`src/hw/iss_consts.vh`:
```
`ifndef ISS_CONSTS_VH
`define ISS_CONSTS_VH

// Register byte offsets
`define ISS_OFS_CTRL 5'h00
`define ISS_OFS_SHADOW 5'h04
`define ISS_OFS_STAT 5'h08
`define ISS_OFS_RELOAD 5'h0c
`define ISS_OFS_EVT 5'h10
`define ISS_OFS_MASK 5'h14

// irq_control fields
`define ISS_CTRL_POL_LSB 0
`define ISS_CTRL_POL_MSB 2
`define ISS_CTRL_THR_LSB 8
`define ISS_CTRL_THR_MSB 10
`define ISS_CTRL_MULTIVECTOR_MODE_BIT 12
`define ISS_CTRL_WMASK 32'h0000_1707

// priority_shadow_select fields
`define ISS_SHD_SS0_BIT 0
`define ISS_SHD_SEL_LSB 4
`define ISS_SHD_WMASK 32'hffff_fff1
`define ISS_SHD_CODE_SET0 4'h0
`define ISS_SHD_CODE_SET1 4'h1

// irq_service_status fields
`define ISS_STAT_NUM_LSB 0
`define ISS_STAT_NUM_MSB 7
`define ISS_STAT_LVL_LSB 8
`define ISS_STAT_LVL_MSB 10

// Event status / mask bits
`define ISS_EVT_WIDTH 4
`define ISS_EVT_TMR_BIT 3
`define ISS_EVT_WMASK 32'h0000_000f

// Reset values
`define ISS_RST_CTRL 32'h0000_0000
`define ISS_RST_SHADOW 32'h0000_0000
`define ISS_RST_RELOAD 32'h0000_0000
`define ISS_RST_LVL 3'h0
`define ISS_RST_NUM 8'h00
`define ISS_THR_OFF 3'h0

`endif

```
`src/hw/iss_edge_det.v`:
```
module iss_edge_det (
    clk_sys,
    rst_n,
    pin_in,
    polarity,
    edge_evt
);
input wire clk_sys;
input wire rst_n;
input wire [2:0] pin_in;
input wire [2:0] polarity;
output wire [2:0] edge_evt;

reg [2:0] sync0_r;
reg [2:0] sync1_r;
reg [2:0] prev_r;
reg [2:0] evt_r;

assign edge_evt = evt_r;

genvar gi;
generate
    for (gi = 0; gi < 3; gi = gi + 1) begin : g_ch
        always @(posedge clk_sys or negedge rst_n) begin
            if (!rst_n) begin
                sync0_r[gi] <= 1'b0;
                sync1_r[gi] <= 1'b0;
                prev_r[gi] <= 1'b0;
                evt_r[gi] <= 1'b0;
            end else begin
                sync0_r[gi] <= pin_in[gi];
                sync1_r[gi] <= sync0_r[gi];
                prev_r[gi] <= sync1_r[gi];
                // Rising when set, falling when clear
                evt_r[gi] <= polarity[gi] ?
                    (sync1_r[gi] & ~prev_r[gi]) :
                    (~sync1_r[gi] & prev_r[gi]);
            end
        end
    end
endgenerate

endmodule // iss_edge_det

```
`src/hw/iss_prox_timer.v`:
```
`include "iss_consts.vh"

module iss_prox_timer (
    clk_sys,
    rst_n,
    reload,
    threshold,
    req_valid,
    req_level,
    block_req,
    expired
);
input wire clk_sys;
input wire rst_n;
input wire [31:0] reload;
input wire [2:0] threshold;
input wire req_valid;
input wire [2:0] req_level;
output wire block_req;
output wire expired;

localparam ST_IDLE = 2'b01;
localparam ST_COUNT = 2'b10;

reg [1:0] state_r;
reg [1:0] state_nxt;
reg [31:0] cnt_r;
reg [31:0] cnt_nxt;
reg release_r;
reg release_nxt;
reg expired_r;
reg expired_nxt;
wire qual;

// Code N covers levels N and below; zero turns the timer off
assign qual = req_valid && (threshold != `ISS_THR_OFF) &&
    (req_level != 3'h0) && (req_level <= threshold);
assign block_req = qual && state_r[1];
assign expired = expired_r;

always @* begin
    state_nxt = state_r;
    cnt_nxt = cnt_r;
    release_nxt = release_r & req_valid;
    expired_nxt = 1'b0;
    case (state_r)
        ST_IDLE: begin
            // Released request must not retrigger itself
            if (qual && !release_r && reload != 32'h0000_0000) begin
                cnt_nxt = reload;
                state_nxt = ST_COUNT;
            end
        end
        ST_COUNT: begin
            cnt_nxt = cnt_r - 32'h0000_0001;
            if (cnt_r == 32'h0000_0001) begin
                state_nxt = ST_IDLE;
                release_nxt = 1'b1;
                expired_nxt = 1'b1;
            end
        end
        default: begin
            state_nxt = ST_IDLE;
        end
    endcase
end

always @(posedge clk_sys or negedge rst_n) begin
    if (!rst_n) begin
        state_r <= ST_IDLE;
        cnt_r <= 32'h0000_0000;
        release_r <= 1'b0;
        expired_r <= 1'b0;
    end else begin
        state_r <= state_nxt;
        cnt_r <= cnt_nxt;
        release_r <= release_nxt;
        expired_r <= expired_nxt;
    end
end

endmodule // iss_prox_timer

```
`src/hw/iss_top.v`:
```
// Overview of operation
// - Each external input 0..2 has a polarity bit: one rising, zero falling.
// - Level seven shadow field at bits 31-28: code 0 set zero, 1 set one.
// - Levels six to one use nibbles 27-24 down to 7-4, same coding.
// - With multivector mode clear, all per-level shadow fields are ignored.
// - In single-vector mode, shadow bit 0 picks shadow set or normal set.
// - Read-only 3-bit field holds level of latest presented request; resets 0.
// - Read-only 8-bit field holds number of last serviced request; resets 0.
// - Status register bits 31-11 always read zero.
// - 32-bit read/write reload value loaded when the proximity timer triggers.
// - Threshold code N lets levels N and lower start timer; zero disables.
// - Multivector bit set selects multivectored mode, clear single-vectored.
//
// The address map and the Avalon-MM interface to the registers were decided locally.
`include "iss_consts.vh"

module iss_top (
    clk_sys,
    rst_n,
    avs_address,
    avs_read,
    avs_write,
    avs_writedata,
    avs_byteenable,
    avs_readdata,
    avs_waitrequest,
    ext_irq_pin,
    ext_irq_req,
    req_valid,
    req_level,
    req_num,
    svc_ack,
    cpu_irq,
    cpu_irq_level,
    cpu_irq_num,
    cpu_shadow_set,
    cpu_multivector,
    irq
);
input wire clk_sys;
input wire rst_n;
input wire [4:0] avs_address;
input wire avs_read;
input wire avs_write;
input wire [31:0] avs_writedata;
input wire [3:0] avs_byteenable;
output wire [31:0] avs_readdata;
output wire avs_waitrequest;
input wire [2:0] ext_irq_pin;
output wire [2:0] ext_irq_req;
input wire req_valid;
input wire [2:0] req_level;
input wire [7:0] req_num;
input wire svc_ack;
output wire cpu_irq;
output wire [2:0] cpu_irq_level;
output wire [7:0] cpu_irq_num;
output wire cpu_shadow_set;
output wire cpu_multivector;
output wire irq;

////////////////////////////////////////////////////////////////////////////

// Byte-lane merge, limited to implemented bits
function [31:0] be_merge;
    input [31:0] old_val;
    input [31:0] wr_val;
    input [3:0] be;
    input [31:0] wmask;
    integer k;
    reg [31:0] lane;
    begin
        lane = 32'h0000_0000;
        for (k = 0; k < 4; k = k + 1) begin
            lane[k*8 +: 8] = {8{be[k]}};
        end
        be_merge = (old_val & ~(lane & wmask)) | (wr_val & lane & wmask);
    end
endfunction

// Reserved codes fall back to set zero
function shadow_decode;
    input [3:0] code;
    begin
        shadow_decode = (code == `ISS_SHD_CODE_SET1);
    end
endfunction

////////////////////////////////////////////////////////////////////////////

reg [31:0] ctrl_r;
reg [31:0] shadow_r;
reg [31:0] reload_r;
reg [`ISS_EVT_WIDTH-1:0] evt_r;
reg [`ISS_EVT_WIDTH-1:0] mask_r;
reg [2:0] req_lvl_r;
reg [7:0] last_num_r;
reg [31:0] rdata_r;
reg ack_r;
reg cpu_irq_r;
reg [2:0] cpu_lvl_r;
reg [7:0] cpu_num_r;
reg cpu_shd_r;
reg irq_r;

wire bus_req;
wire wr_go;
wire [2:0] polarity;
wire [2:0] threshold;
wire multivector_mode;
wire [2:0] edge_evt;
wire tmr_block;
wire tmr_expired;
wire present;
wire [`ISS_EVT_WIDTH-1:0] evt_set;
wire [`ISS_EVT_WIDTH-1:0] evt_clr;
reg [31:0] rd_mux;
reg shd_pick;

assign polarity = ctrl_r[`ISS_CTRL_POL_MSB:`ISS_CTRL_POL_LSB];
assign threshold = ctrl_r[`ISS_CTRL_THR_MSB:`ISS_CTRL_THR_LSB];
assign multivector_mode = ctrl_r[`ISS_CTRL_MULTIVECTOR_MODE_BIT];

////////////////////////////////////////////////////////////////////////////
// Avalon slave: one wait state per access

assign bus_req = avs_read | avs_write;
assign avs_waitrequest = bus_req & ~ack_r;
assign wr_go = avs_write & ack_r;
assign avs_readdata = rdata_r;

always @* begin
    rd_mux = 32'h0000_0000;
    case (avs_address & 5'h1c)
        `ISS_OFS_CTRL: rd_mux = ctrl_r & `ISS_CTRL_WMASK;
        `ISS_OFS_SHADOW: rd_mux = shadow_r & `ISS_SHD_WMASK;
        `ISS_OFS_STAT: begin
            // Upper bits stay zero
            rd_mux = {21'h00_0000, req_lvl_r, last_num_r};
        end
        `ISS_OFS_RELOAD: rd_mux = reload_r;
        `ISS_OFS_EVT: rd_mux = {28'h000_0000, evt_r};
        `ISS_OFS_MASK: rd_mux = {28'h000_0000, mask_r};
        default: rd_mux = 32'h0000_0000;
    endcase
end

always @(posedge clk_sys or negedge rst_n) begin
    if (!rst_n) begin
        ack_r <= 1'b0;
        rdata_r <= 32'h0000_0000;
    end else begin
        ack_r <= bus_req & ~ack_r;
        if (avs_read && !ack_r) begin
            rdata_r <= rd_mux;
        end
    end
end

////////////////////////////////////////////////////////////////////////////
// Software registers

always @(posedge clk_sys or negedge rst_n) begin
    if (!rst_n) begin
        ctrl_r <= `ISS_RST_CTRL;
        shadow_r <= `ISS_RST_SHADOW;
        reload_r <= `ISS_RST_RELOAD;
        mask_r <= {`ISS_EVT_WIDTH{1'b0}};
    end else if (wr_go) begin
        case (avs_address & 5'h1c)
            `ISS_OFS_CTRL: begin
                ctrl_r <= be_merge(ctrl_r, avs_writedata,
                    avs_byteenable, `ISS_CTRL_WMASK);
            end
            `ISS_OFS_SHADOW: begin
                shadow_r <= be_merge(shadow_r, avs_writedata,
                    avs_byteenable, `ISS_SHD_WMASK);
            end
            `ISS_OFS_RELOAD: begin
                reload_r <= be_merge(reload_r, avs_writedata,
                    avs_byteenable, 32'hffff_ffff);
            end
            `ISS_OFS_MASK: begin
                mask_r <= avs_byteenable[0] ?
                    avs_writedata[`ISS_EVT_WIDTH-1:0] : mask_r;
            end
            default: begin
                ctrl_r <= ctrl_r;
            end
        endcase
    end
end

////////////////////////////////////////////////////////////////////////////
// Event status, write one to clear; a new event beats the clear

assign evt_set = {tmr_expired, edge_evt};
assign evt_clr = (wr_go && avs_byteenable[0] &&
    (avs_address & 5'h1c) == `ISS_OFS_EVT) ?
    avs_writedata[`ISS_EVT_WIDTH-1:0] : {`ISS_EVT_WIDTH{1'b0}};

always @(posedge clk_sys or negedge rst_n) begin
    if (!rst_n) begin
        evt_r <= {`ISS_EVT_WIDTH{1'b0}};
        irq_r <= 1'b0;
    end else begin
        evt_r <= (evt_r & ~evt_clr) | evt_set;
        irq_r <= |(((evt_r & ~evt_clr) | evt_set) & mask_r);
    end
end

assign irq = irq_r;

////////////////////////////////////////////////////////////////////////////
// External inputs and proximity timer

iss_edge_det u_edge (
    .clk_sys(clk_sys),
    .rst_n(rst_n),
    .pin_in(ext_irq_pin),
    .polarity(polarity),
    .edge_evt(edge_evt)
);

assign ext_irq_req = edge_evt;

iss_prox_timer u_tmr (
    .clk_sys(clk_sys),
    .rst_n(rst_n),
    .reload(reload_r),
    .threshold(threshold),
    .req_valid(req_valid),
    .req_level(req_level),
    .block_req(tmr_block),
    .expired(tmr_expired)
);

////////////////////////////////////////////////////////////////////////////
// Shadow set choice for the request being presented

always @* begin
    shd_pick = 1'b0;
    if (!multivector_mode) begin
        // Per-level fields have no effect here
        shd_pick = shadow_r[`ISS_SHD_SS0_BIT];
    end else begin
        case (req_level)
            3'h7: shd_pick = shadow_decode(shadow_r[31:28]);
            3'h6: shd_pick = shadow_decode(shadow_r[27:24]);
            3'h5: shd_pick = shadow_decode(shadow_r[23:20]);
            3'h4: shd_pick = shadow_decode(shadow_r[19:16]);
            3'h3: shd_pick = shadow_decode(shadow_r[15:12]);
            3'h2: shd_pick = shadow_decode(shadow_r[11:8]);
            3'h1: shd_pick = shadow_decode(shadow_r[7:4]);
            default: shd_pick = 1'b0;
        endcase
    end
end

////////////////////////////////////////////////////////////////////////////
// Presentation to the core and service status

assign present = req_valid & ~tmr_block;

always @(posedge clk_sys or negedge rst_n) begin
    if (!rst_n) begin
        cpu_irq_r <= 1'b0;
        cpu_lvl_r <= `ISS_RST_LVL;
        cpu_num_r <= `ISS_RST_NUM;
        cpu_shd_r <= 1'b0;
        req_lvl_r <= `ISS_RST_LVL;
        last_num_r <= `ISS_RST_NUM;
    end else begin
        cpu_irq_r <= present;
        if (present) begin
            cpu_lvl_r <= req_level;
            cpu_num_r <= req_num;
            cpu_shd_r <= shd_pick;
            // Meaningful to software only in single-vector mode
            req_lvl_r <= req_level;
        end
        if (svc_ack && cpu_irq_r) begin
            last_num_r <= cpu_num_r;
        end
    end
end

assign cpu_irq = cpu_irq_r;
assign cpu_irq_level = cpu_lvl_r;
assign cpu_irq_num = cpu_num_r;
assign cpu_shadow_set = cpu_shd_r;
assign cpu_multivector = multivector_mode;

endmodule // iss_top

```
`config.mk`:
```
export PLATFORM = sky130hd
export DESIGN_NAME = iss_top
export DESIGN_NICKNAME = d
export VERILOG_FILES = /design/src/hw/iss_edge_det.v /design/src/hw/iss_prox_timer.v /design/src/hw/iss_top.v
export VERILOG_INCLUDE_DIRS = /design/src /design/src/hw
export SDC_FILE = /design/constraint.sdc
export NUM_CORES = 1
export LEC_CHECK = 0
export ABC_AREA = 1
export BUFFER_PORTS_ARGS = -buffer_cell sky130_fd_sc_hd__buf_2
export CORE_ASPECT_RATIO = 0.5
export CORE_MARGIN = 2
export CORE_UTILIZATION = 49
export CTS_BUF_LIST = sky130_fd_sc_hd__clkbuf_8
export DETAILED_ROUTE_END_ITERATION = 8
export GPL_ROUTABILITY_DRIVEN = 0
export PLACE_DENSITY_LB_ADDON = 0.3
export SLEW_MARGIN = 25
export SYNTH_ARGS = -nofsm -noshare
export SYNTH_HDL_FRONTEND = slang
export SYNTH_SLANG_ARGS = --single-unit
```
`constraint.sdc`:
```
create_clock -name clk_sys -period 1.67 [get_ports clk_sys]
set_input_delay 0.0835 -clock clk_sys [delete_from_list [all_inputs] [get_ports clk_sys]]
set_output_delay 0.0835 -clock clk_sys [all_outputs]
set_load 0.01 [all_outputs]
```
After elaboration in Yosys (flattened, before gate mapping)
Index checks and enable logic that the tools add are counted.
{ "totals": {"register_bits": 207, "input_bits": 61, "wordCells": 128} }
{ "op_classes": {"reduce_logical": 24, "eq_ne": 24, "bitwise": 33, "muxes": 16, "order_cmp": 1, "add_sub_neg": 1} }
{ "op_table": {"columns": ["cell", "count"], "rows": [
  ["one-hot mux 32 bit (6 select lines)", 1],
  ["AND 32 bit", 4],
  ["inverter 32 bit", 2],
  ["bitwise OR 32 bit", 2],
  ["one-hot mux 32 bit (2 select lines)", 1],
  ["== test 32 x 1 -> 1 bit, second input constant", 1],
  ["2-to-1 mux 32 bit", 1],
  ["inverter 13 -> 32 bit", 1],
  ["bitwise OR 32 x 13 -> 32 bit", 1],
  ["nonzero test 32 bit", 1],
  ["subtractor 32 x 1 -> 32 bit, second input constant", 1],
  ["== test 4 x 1 -> 1 bit, second input constant", 7],
  ["== test 3 bit, second input constant", 6],
  ["== test 3 x 2 -> 1 bit, second input constant", 4],
  ["AND 1 bit", 10],
  ["logical AND 1 bit", 10],
  ["AND reduction 2 bit", 5],
  ["AND 4 bit", 2],
  ["2-to-1 mux 1 bit", 8],
  ["inverter 1 bit", 8],
  ["one-hot mux 1 bit (7 select lines)", 1],
  ["== test 3 x 1 -> 1 bit, second input constant", 2],
  ["nonzero test 3 bit", 2],
  ["zero test 5 bit", 1],
  ["other kinds (14)", 17]
]} }

Longest topological paths before layout
Gate-level depths: netlist of run 1.
{ "depth": {"ltp_word": 9, "depth_mapped": 12} }

By module
A second synthesis of run 1 with hierarchy kept.
{ "hier_totals": {"hier_cells": 1134, "area_unflattened_um2": 9186.3} }
{ "modules_own_cells": {"columns": ["module", "cells_per_inst", "seq_area_each_um2", "area_per_inst_um2", "instances"], "rows": [
  ["iss_top", 624, 3278.1, 5838.1, 1],
  ["iss_prox_timer", 480, 902.1, 2972.9, 1],
  ["iss_edge_det", 30, 300.3, 375.4, 1]
]} }

Worst setup path before layout of run 1
OpenSTA, ideal clock, no wires.
{ "synth_timing": {"path_type": "register to register", "from": "register with a tool-made name", "to": "register cpu_num_r[6], in the netlist cpu_irq_num[6]", "n_path_buf": 1, "t_arrival_ns": 1.565, "slack_ns": -0.013, "stages_incl_launch_ff": 12, "synth_period_minus_slack_ns": 1.683, "path_cell_list": "dfrtp_1 > inv_1 > ha_1 > a21oi_1 > o21ai_0 > a21oi_2 > nand2_1 > nand2_2 > inv_2 > buf_6 > nand2_1 > o21ai_2"} }
{ "synth_rtl": {"columns": ["item", "line_no", "rtl"], "rows": [
  ["end signal, assigned", "iss_top.v:269", "cpu_num_r <= `ISS_RST_NUM;"],
  ["end signal, assigned", "iss_top.v:277", "cpu_num_r <= req_num;"],
  ["end, declared", "iss_top.v:102", "reg [7:0] cpu_num_r;"]
]} }

==> impl_metrics.tcl, run 1 <==
set metrics [dict create \
    syn_avg_cell_area_um2 7.87 \
    grt_overflow 0 \
    highest_layer "met4" \
    min_period_ns 1.79 \
    ys.flop_type "dfrtp_1" \
    regArea_mm2 0.00448 \
    ys_warn_count 0 \
    slowest_delay_ns 0.40 \
    rsz0062_at_grt "true" \
    multiInputGateArea_mm2 0.00371 \
    wl_met3_um 2090 \
    num_vias 8442 \
    synth_area_leader_cell "dfrtp_1" \
    dieHeight_um 98.0 \
    grt_pass1_vias 8165 \
    wl_um 26000 \
    ys_types 44 \
    synth_most_common_cell "nand2_1" \
    cts_root_buffer "clkbuf_8" \
    finalCritPeriodShare_pct 107 \
    htree_levels 4 \
    violations "setup timing" \
    outcome "complete, but fails checks" \
    slew_headroom_pct 61.0 \
    nNetsFinal 1416 \
    hpwl_um 18800 \
    hold_violations 0 \
    drt_iter0_drc 801 \
    n_fill_cell 1386 \
    arrival_ns 2.18 \
    hp-class "input pin to flip-flop" \
    clock_skew_ns 0.0209 \
    cts_buffers 17 \
    drive_above_1_share_pct 24.3 \
    ys_seq_area_share_pct 51.7 \
    core_mm2 0.0174 \
    row_count 34 \
    grt_pass1_wl_um 41700 \
    drc_errors 0 \
    grt_max_degree 56 \
    netlist_top_cells_count "320 x nand2_1, 178 x dfrtp_1, 140 x o21ai_0" \
    cts.path.max_buffers 2 \
    total_power_mw 15.0 \
    cts_tree "yes" \
    slowest_stage "dfrtp_1" \
    dieWidth_um 192 \
    endpoint_kind "flip-flop" \
    clk_transition_reported_paths_ns 0.11 \
    cp.required_ns 2.06 \
    ir_worst_vdd_uv 679 \
    startpoint_type "flip-flop" \
    p_int_mw 8.98 \
    ys_ff_latch 179 \
    fmax_mhz 558 \
    synthArstFlopShare_pct 100 \
    port_buffers 109 \
    worstMarginPinSlew_ns 0.584 \
    antennaDiodeCount 0 \
    met1_length_um 11400 \
    crit_type "flip-flop to flip-flop" \
    dpl_worst_slack_ns -0.109 \
    synth.top_cell.area_share_pct 51.4 \
    wl_per_cell_um 16.3 \
    crit_fanout 7 \
    cap_violations 0 \
    power.leakage_nw 5.81 \
    cts.sinks 179 \
    netlist_area_mm2 0.00866 \
    p_sw_mw 5.99 \
    ios 112 \
    crit_family "compound AO/OA/AOI/OAI gates" \
    pwr-share-clk_pct 20.9 \
    setup_violations 45 \
    path_buf_inv 2 \
    area_growth_pct 31.2 \
    drt_pre_antenna_iters 6 \
    start_util_pct 49.9 \
    dr_wl_met2_um 12000 \
    ant_nets 0 \
    netSwitchingFraction_pct 40.0 \
    grtUsageTotal_pct 28.7 \
    fin_ws_ns -0.122 \
    die_area_mm2 0.0188 \
    antenna_found_initial 0 \
    combinationalPowerShare_pct 38.7 \
    p_seq_share_pct 40.4 \
    syn_nets 1166 \
    synth_area_leaders "dfrtp_1 51%, nand2_1 14%, o21ai_0 8.1%" \
    final_max_slew_viol_count 0 \
    synthCells 1100 \
    cellPowerDensity_mw_per_mm2 1320 \
    vias_per_cell 5.29 \
    synth-edff-count 0 \
    clk_latency_ns 0.48 \
    worstPathCellList "inv_2, ha_4, a21oi_4, o21ai_2, a21oi_2, nand3_4, nand2_8, buf_6, nand2_2, o21ai_1" \
]
==> timing repair <==
action | in CTS | in global routing
endpoints found under the hold margin | 269 | 1
gates cloned | 2 | 0
setup buffers | 0 | 7
pin swaps | 7 | 14
resized for setup | 23 | 57
hold buffers | 49 | 1
setup endpoints to repair | 42 | 57
==> per-stage QoR <==
stage                     area, um2  cells  hold slack [ns]  setup TNS, ns  util (%)
after CTS                     11100   1590          0.00735          -1.58      64.1
final                         11400   1597           0.0375          -3.59      65.5
after global routing          11400   1597           0.0407          -7.41      65.5
after floorplan                8660   1100           -0.212              0         -
after detailed placement      10100   1507           0.0449          -2.18      58.5
after global placement        10100   1507           0.0373         -0.605      58.5
==> power groups by stage <==
| stage | Clock, mW | Sequential (mW) | Combinational (mW) |
|---|---|---|---|
| after floorplan | 0 | 5.99 | 2.90 |
| after global placement | 0 | 6.03 | 4.94 |
| after detailed placement | 0 | 6.06 | 5.10 |
| after CTS | 3.19 | 5.99 | 5.38 |
| after global routing | 3.37 | 6.16 | 6.45 |
| final | 3.13 | 6.05 | 5.79 |
==> cell families (layout without fill, tap and decap cells) <==
kind of cell | Yosys count | in the layout | synth area share (%)
and+or+nand+nor | 522 | 522 | 25.0
xor gates and xnor gates | 3 | 3 | 0.303
adders and majority gates | 5 | 5 | 0.722
buffers and inverters | 170 | 433 | 7.68
muxes | 1 | 1 | 0.130
AOI/OAI and AO/OA | 220 | 220 | 14.4
DFF | 179 | 179 | 51.7
==> path summary, 6_finish.rpt <==
| kind | start | to | slack [ns] | depth (start not counted) |
|---|---|---|---|---|
| max in group asynchronous | rst_n | cpu_irq_num[0] | 0.92 | 3 |
| max | flip-flop | u_tmr.cnt_r[17] | -0.12 | 10 |
| min reg2reg | u_edge.sync0_r[2] | u_edge.sync1_r[2] | 0.36 | 0 |
| max reg2reg | flip-flop | u_tmr.cnt_r[17] | -0.12 | 10 |
| min in group asynchronous | rst_n | asynchronous set/reset pin | 0.10 | 2 |
| min | avs_byteenable[3] | flip-flop | 0.04 | 4 |
==> layer usage <==
metal | GRT usage [%] | vias up
met5 | 0 | -
met4 | 7.57 | 0
met3 | 7.94 | 38
met2 | 44.7 | 326
met1 | 39.9 | 4036
li1 | - | 4042
==> cells in the final DEF (no fill, tap or decap), types with 4 or more instances in the layout <==
master / instances
a21oi_1: 17
a221oi_1: 6
a22oi_1: 19
buf_12: 5
buf_2: 108
buf_4: 92
buf_6: 9
clkbuf_8: 17
clkinv_8: 5
dfrtp_1: 176
dlygate4sd3_1: 49
inv_1: 127
inv_2: 8
inv_6: 4
nand2_1: 305
nand2_2: 17
nand3_1: 50
nand3_2: 6
nand4_1: 18
nor2_1: 94
nor2_2: 13
o21ai_0: 127
o21ai_1: 16
o21ai_2: 15
o21bai_1: 7
==> worst min-delay path, cell delays in order <==
cell     delay (ns)
buf_2          0.12
nand2_1        0.08
buf_4          0.12
o21ai_0        0.06
==> final cells by class <==
cell class | count | share of cell area (%)
tap | 234 | 2.58
timing repair buffer | 263 | 16.9
clock buffer | 17 | 2.06
sequential | 179 | 39.4
clock inverter | 15 | 1.68
inverter | 138 | 4.66
multi-input combinational | 751 | 32.7
No activity file was read; power rests on OpenSTA's default activity.
==> run 2: changes to the inputs <==
==> constraint.sdc (replaced) <==
create_clock -name clk_sys -period 2.2 [get_ports clk_sys]
set_input_delay 0.11 -clock clk_sys [delete_from_list [all_inputs] [get_ports clk_sys]]
set_output_delay 0.11 -clock clk_sys [all_outputs]
set_load 0.01 [all_outputs]
==> run 2 against run 1 <==
The flow now finishes without violations. Clock power fell by 24%. Worst hold slack improved by 0.023 ns. Final area fell by 8.0%. Via count fell by 3.3%. Wire length fell by 4.3%. Die area did not move. Combinational power fell by 42%. Power fell by 31%. Non-clock buffer count fell by 86. Register-to-register slack improved by 0.31 ns. Global-route usage fell by 0.79 points.
==> impl_metrics.tcl, run 2 (same netlist as run 1, synthesis figures left out) <==
set metrics [dict create \
    endpoint_kind "flip-flop" \
    cts.sinks 179 \
    htree_levels 4 \
    wl_per_cell_um 16.5 \
    grtUsageTotal_pct 27.9 \
    mostFrequentLayoutCell "nand2_1" \
    drt_iter0_drc 747 \
    reg2reg_to "u_tmr.cnt_r[31]" \
    r2r_cells 10 \
    arrival_ns 2.36 \
    critPathCapture "u_tmr.cnt_r[31]" \
    crit_type "flip-flop to flip-flop" \
    drc_errors 0 \
    cts_tree "yes" \
    startpoint_type "flip-flop" \
    crit_fanout 12 \
    power.leakage_nw 5.34 \
    clk_transition_reported_paths_ns 0.11 \
    start_util_pct 49.9 \
    regToRegSetupSlack_ns 0.19 \
    core_mm2 0.0174 \
    cts_root_buffer "clkbuf_8" \
    finalCritPeriodShare_pct 91.4 \
    outcome "completed" \
    num_vias 8166 \
    ant_nets 0 \
    area_growth_pct 20.7 \
    wl_um 24900 \
    ir_worst_vdd_uv 709 \
    worstMarginPinSlew_ns 0.575 \
    clock_skew_ns 0.0195 \
    hpwl_um 18000 \
    nNetsFinal 1331 \
    setup_violations 0 \
    grt_overflow 0 \
    mostFrequentLayoutCells "320 x nand2_1, 178 x dfrtp_1, 140 x o21ai_0" \
    cts.path.max_buffers 2 \
    hp-class "input pin to flip-flop" \
    cellPowerDensity_mw_per_mm2 995 \
    die_area_mm2 0.0188 \
    setup_tns_ns 0 \
    hold_violations 0 \
    port_buffers 109 \
    antennaDiodeCount 0 \
    cp.required_ns 2.55 \
    fin_ws_ns 0.189 \
    fmax_mhz 497 \
    grt_max_degree 62 \
    final_max_slew_viol_count 0 \
    vias_per_cell 5.40 \
    rsz0062_at_grt "false" \
    row_count 34 \
    dieHeight_um 98.0 \
    dieWidth_um 192 \
    drive_above_1_share_pct 15.3 \
    dpl_worst_slack_ns 0.235 \
    ios 112 \
    clk_latency_ns 0.47 \
    cts_buffers 17 \
    min_period_ns 2.01 \
    slew_headroom_pct 61.7 \
    drt_pre_antenna_iters 5 \
    antenna_found_initial 1 \
    cap_violations 0 \
    grt_pass1_wl_um 40600 \
    grt_pass1_vias 7845 \
]
## run 2: report_power, final
part / internal (mW) / switching [mW] / leakage, nW
clock network: 0.974 / 1.42 / 0.208
registers: 4.00 / 0.639 / 2.29
logic: 1.20 / 2.18 / 2.84
total: 6.17 / 4.23 / 5.34
## run 2: per-layer routing
metal  track usage (%)  vias to the layer above  share of wire (%)
met3              5.03                       48                6.8
li1                  -                     3876                  -
met4              9.16                        2                2.4
met5                 0                        -              0.044
met2              43.4                      293                 46
met1              40.0                     3947                 45
## run 2: worst max-delay path, cell delays in order (launching register included)
cell	delay [ns]
dfrtp_1	0.38
inv_1	0.11
ha_1	0.27
a21oi_1	0.14
o21ai_0	0.11
a21oi_2	0.25
nand3_4	0.18
nand2_4	0.16
inv_2	0.14
nand2_1	0.09
nand2_1	0.07
## run 2: repair_timing
action	in CTS	in global routing
hold buffers	47	0
gates resized for setup	0	1
hold endpoints to repair	140	0
endpoints found under the setup margin	0	2
setup buffers	0	3
## run 2: final cells by class
cell class / instances / area (um2)
inverters: 138 / 518
flip-flops and latches: 179 / 4480
clock buffers: 17 / 234
multi-input cells: 752 / 3530
well taps: 234 / 293
fillers: 1527 / 6900
clock inverters: 15 / 194
repair buffers: 177 / 1200
## run 2: worst min-delay path by stage
stage / depth (start not counted) / start / endpoint / slack (ns)
2_1_floorplan: 0 / rst_n / asynchronous set/reset pin / -0.19
3_3_place_gp: 1 / rst_n / u_edge.sync0_r[2] / 0.12
3_5_place_dp: 1 / rst_n / u_edge.prev_r[1] / 0.12
4_1_cts: 3 / req_level[0] / cpu_irq_level[0] / 0.03
5_1_grt: 3 / req_level[0] / cpu_irq_level[0] / 0.05
6_report: 3 / req_level[0] / cpu_irq_level[0] / 0.06
## run 2: stage by stage
step	cells	utilization (%)	cell area, um2	hold WS (ns)	total power, mW
after floorplan	1100	-	8660	-0.186	6.74
after global placement	1429	54.9	9520	0.123	7.74
after global routing	1512	60.2	10500	0.0463	11.1
after CTS	1508	60.0	10400	0.0275	10.3
final	1512	60.2	10500	0.0607	10.4
after detailed placement	1429	54.9	9520	0.122	7.87
==> run 3: changes to the inputs <==
--- a/config.mk
+++ b/config.mk
@@ -18,4 +18,5 @@
 export SLEW_MARGIN = 25
 export SYNTH_ARGS = -nofsm -noshare
 export SYNTH_HDL_FRONTEND = slang
+export SYNTH_HIERARCHICAL = 1
 export SYNTH_SLANG_ARGS = --single-unit
==> run 3 against run 2 <==
Global-route usage down 1.1 points. Count of clock-buffer cells in the layout up 1. Register-to-register slack better by 0.02 ns. Via count up 2.4%. Maximum frequency up 0.95%. Die area up 5.9%. Wire length up 3.0%. Critical path type unchanged. Sequential power up 2%. Clock skew up 0.011 ns. Largest cell class unchanged. Final area up 4.7%.
==> impl_metrics.tcl, run 3 <==
set metrics [dict create \
    outcome "completed" \
    worstMarginPinSlew_ns 0.580 \
    hpwl_um 18300 \
    ys_types 46 \
    netSwitchingFraction_pct 42.0 \
    fmax_mhz 502 \
    finalCritPeriodShare_pct 90.5 \
    slew_headroom_pct 61.3 \
    regToRegSetupSlack_ns 0.21 \
    synth_most_common_cell "nand2_1" \
    synth-edff-count 0 \
    cts_buffers 17 \
    fin_area_mm2 0.0109 \
    setup_violations 0 \
    synth_area_leader_cell "dfrtp_1" \
    hp-class "input pin to flip-flop" \
    die_area_mm2 0.0199 \
    ir_worst_vdd_uv 539 \
    drc_errors 0 \
    row_count 35 \
    cts_root_buffer "clkbuf_8" \
    ys_ff_latch 179 \
    synthCells 1134 \
    cts.sinks 179 \
    final_max_slew_viol_count 0 \
    endpoint_kind "flip-flop" \
    post_cts_buffers 0 \
    drt_iter0_drc 838 \
    ys_seq_area_share_pct 48.8 \
    mostFrequentLayoutCells "297 x nand2_1, 178 x dfrtp_1, 128 x inv_1" \
    arrival_ns 2.33 \
    cts_tree "yes" \
    port_buffers 109 \
    hold_path_depth 3 \
    synthArstFlopShare_pct 100 \
    hold_violations 0 \
    grt_overflow 0 \
    cap_violations 0 \
    drt_pre_antenna_iters 6 \
    netlist_top_cells_count "297 x nand2_1, 178 x dfrtp_1, 128 x inv_1" \
    ys_warn_count 6 \
    drive_above_1_share_pct 19.9 \
    combinationalPowerShare_pct 35.8 \
    dieWidth_um 198 \
    cellPowerDensity_mw_per_mm2 1020 \
    nNetsFinal 1362 \
    grt_pass1_wl_um 41300 \
    startpoint_type "flip-flop" \
    hold_slack_ns 0.0518 \
    wl_per_cell_um 16.5 \
    p_int_mw 6.48 \
    ys.flop_type "dfrtp_1" \
    min-delay-start "avs_byteenable[2]" \
    ios 112 \
    min_period_ns 1.99 \
    antenna_found_initial 1 \
    grt_max_degree 55 \
    num_vias 8360 \
    rsz0062_at_grt "false" \
    htree_levels 4 \
    clk_latency_ns 0.48 \
    cp.required_ns 2.54 \
    syn_avg_cell_area_um2 8.10 \
    setup_tns_ns 0 \
    n_fill_cell 1613 \
    synth_area_leaders "dfrtp_1 48%, nand2_1 12%, nand3_1 6.5%" \
    clock_skew_ns 0.0305 \
    area_growth_pct 19.2 \
    grt_pass1_vias 7855 \
    dieHeight_um 101 \
    crit_fanout 14 \
    vias_per_cell 5.39 \
    pwr-share-clk_pct 21.9 \
    grtUsageTotal_pct 26.8 \
    syn_nets 1200 \
    power.leakage_nw 5.69 \
    p_sw_mw 4.70 \
    wl_um 25700 \
    dpl-instance-area_mm2 0.0100 \
    cts.path.max_buffers 2 \
    clk_transition_reported_paths_ns 0.11 \
    r2r_cells 11 \
    reg2reg_to "u_tmr/cnt_r[9]" \
    netlist_area_mm2 0.00919 \
    mostFrequentLayoutCell "nand2_1" \
    start_util_pct 49.9 \
    ant_nets 0 \
    core_mm2 0.0184 \
    synth.top_cell.area_share_pct 48.5 \
    crit_type "flip-flop to flip-flop" \
    p_seq_share_pct 42.3 \
]
[run 3: cell types whose count changed in the layout (fill, tap and decap cells not counted), moves of 6 or more]
| cell | before | now |
|---|---|---|
| nor2_1 | 105 | 99 |
| nand2_1 | 320 | 297 |
| o21ai_0 | 140 | 82 |
| inv_2 | 6 | 16 |
| a22oi_1 | 19 | 13 |
| o21ai_2 | 7 | 24 |
| nand3_1 | 55 | 120 |
| o31ai_1 | 0 | 12 |
| mux2_2 | 1 | 24 |
[run 3: metal layers]
metal	GRT usage [%]	part of all wire [%]	wire length (um)
met1	38.6	46	11800
met2	42.2	45	11700
met3	4.48	6.8	1760
met4	7.63	1.9	478
met5	0	0	0
[run 3: final cells by class]
type / instances / area, um2 / area share [%]
Sequential cell: 179 / 4480 / 40.9
Clock buffer: 18 / 248 / 2.26
Multi-Input combinational cell: 773 / 3960 / 36.1
Tap cell: 240 / 300 / 2.74
Timing Repair Buffer: 181 / 1250 / 11.4
Clock inverter: 14 / 169 / 1.54
Inverter: 144 / 541 / 4.94
Antenna cell: 1 / 2.50 / 0.0229
[run 3: cell families after synthesis]
family	count (synthesis)	share of synthesized area [%]
buf+inv	182	8.28
flops	179	48.8
simple gates	572	27.6
compound gates	170	11.5
xor+xnor	2	0.191
fa+ha+maj	5	0.681
mux	24	2.94
[run 3: timing repair]
item	4_1_cts	5_1_grt
resized for setup	0	3
endpoints found under the setup margin	0	36
hold endpoints to repair	135	0
hold buffers	48	0
[run 3: power groups by stage]
stage | Clock, mW | Sequential [mW] | Combinational [mW]
floorplan | 0 | 4.61 | 2.77
global placement | 0 | 4.74 | 3.74
detailed placement | 0 | 4.77 | 3.83
CTS | 2.47 | 4.71 | 3.93
global route | 2.59 | 4.82 | 4.49
finish | 2.44 | 4.73 | 4.00
[run 3: worst max path at each step]
| stage | endpoint | slack (ns) | cells past startpoint |
|---|---|---|---|
| finish | u_tmr/cnt_r[9] | 0.21 | 11 |
| global route | u_tmr/cnt_r[9] | 0.002 | 11 |
| CTS | cpu_shadow_set | 0.08 | 11 |
| detailed placement | cpu_shadow_set | 0.10 | 11 |
| global placement | cpu_shadow_set | 0.18 | 11 |
| floorplan | cpu_shadow_set | 0.34 | 11 |
[run 3: critical path, stage by stage, from the launching register on]
cell      delay (ns)
dfrtp_1         0.41
inv_1           0.06
ha_1            0.30
a21oi_1         0.14
nand2_1         0.07
nand2_1         0.05
nand2_1         0.15
nor2_4          0.16
nand2_4         0.13
buf_4           0.22
o211ai_1        0.09
nand2_1         0.07
[run 3: through the flow]
stage | setup slack, ns | cells | util, % | power, mW
floorplan | 0.339 | 1134 | - | 7.38
global placement | 0.183 | 1469 | 54.6 | 8.47
detailed placement | 0.101 | 1469 | 54.6 | 8.60
CTS | 0.0816 | 1549 | 59.5 | 11.1
global route | 0.00214 | 1550 | 59.5 | 11.9
finish | 0.208 | 1550 | 59.5 | 11.2
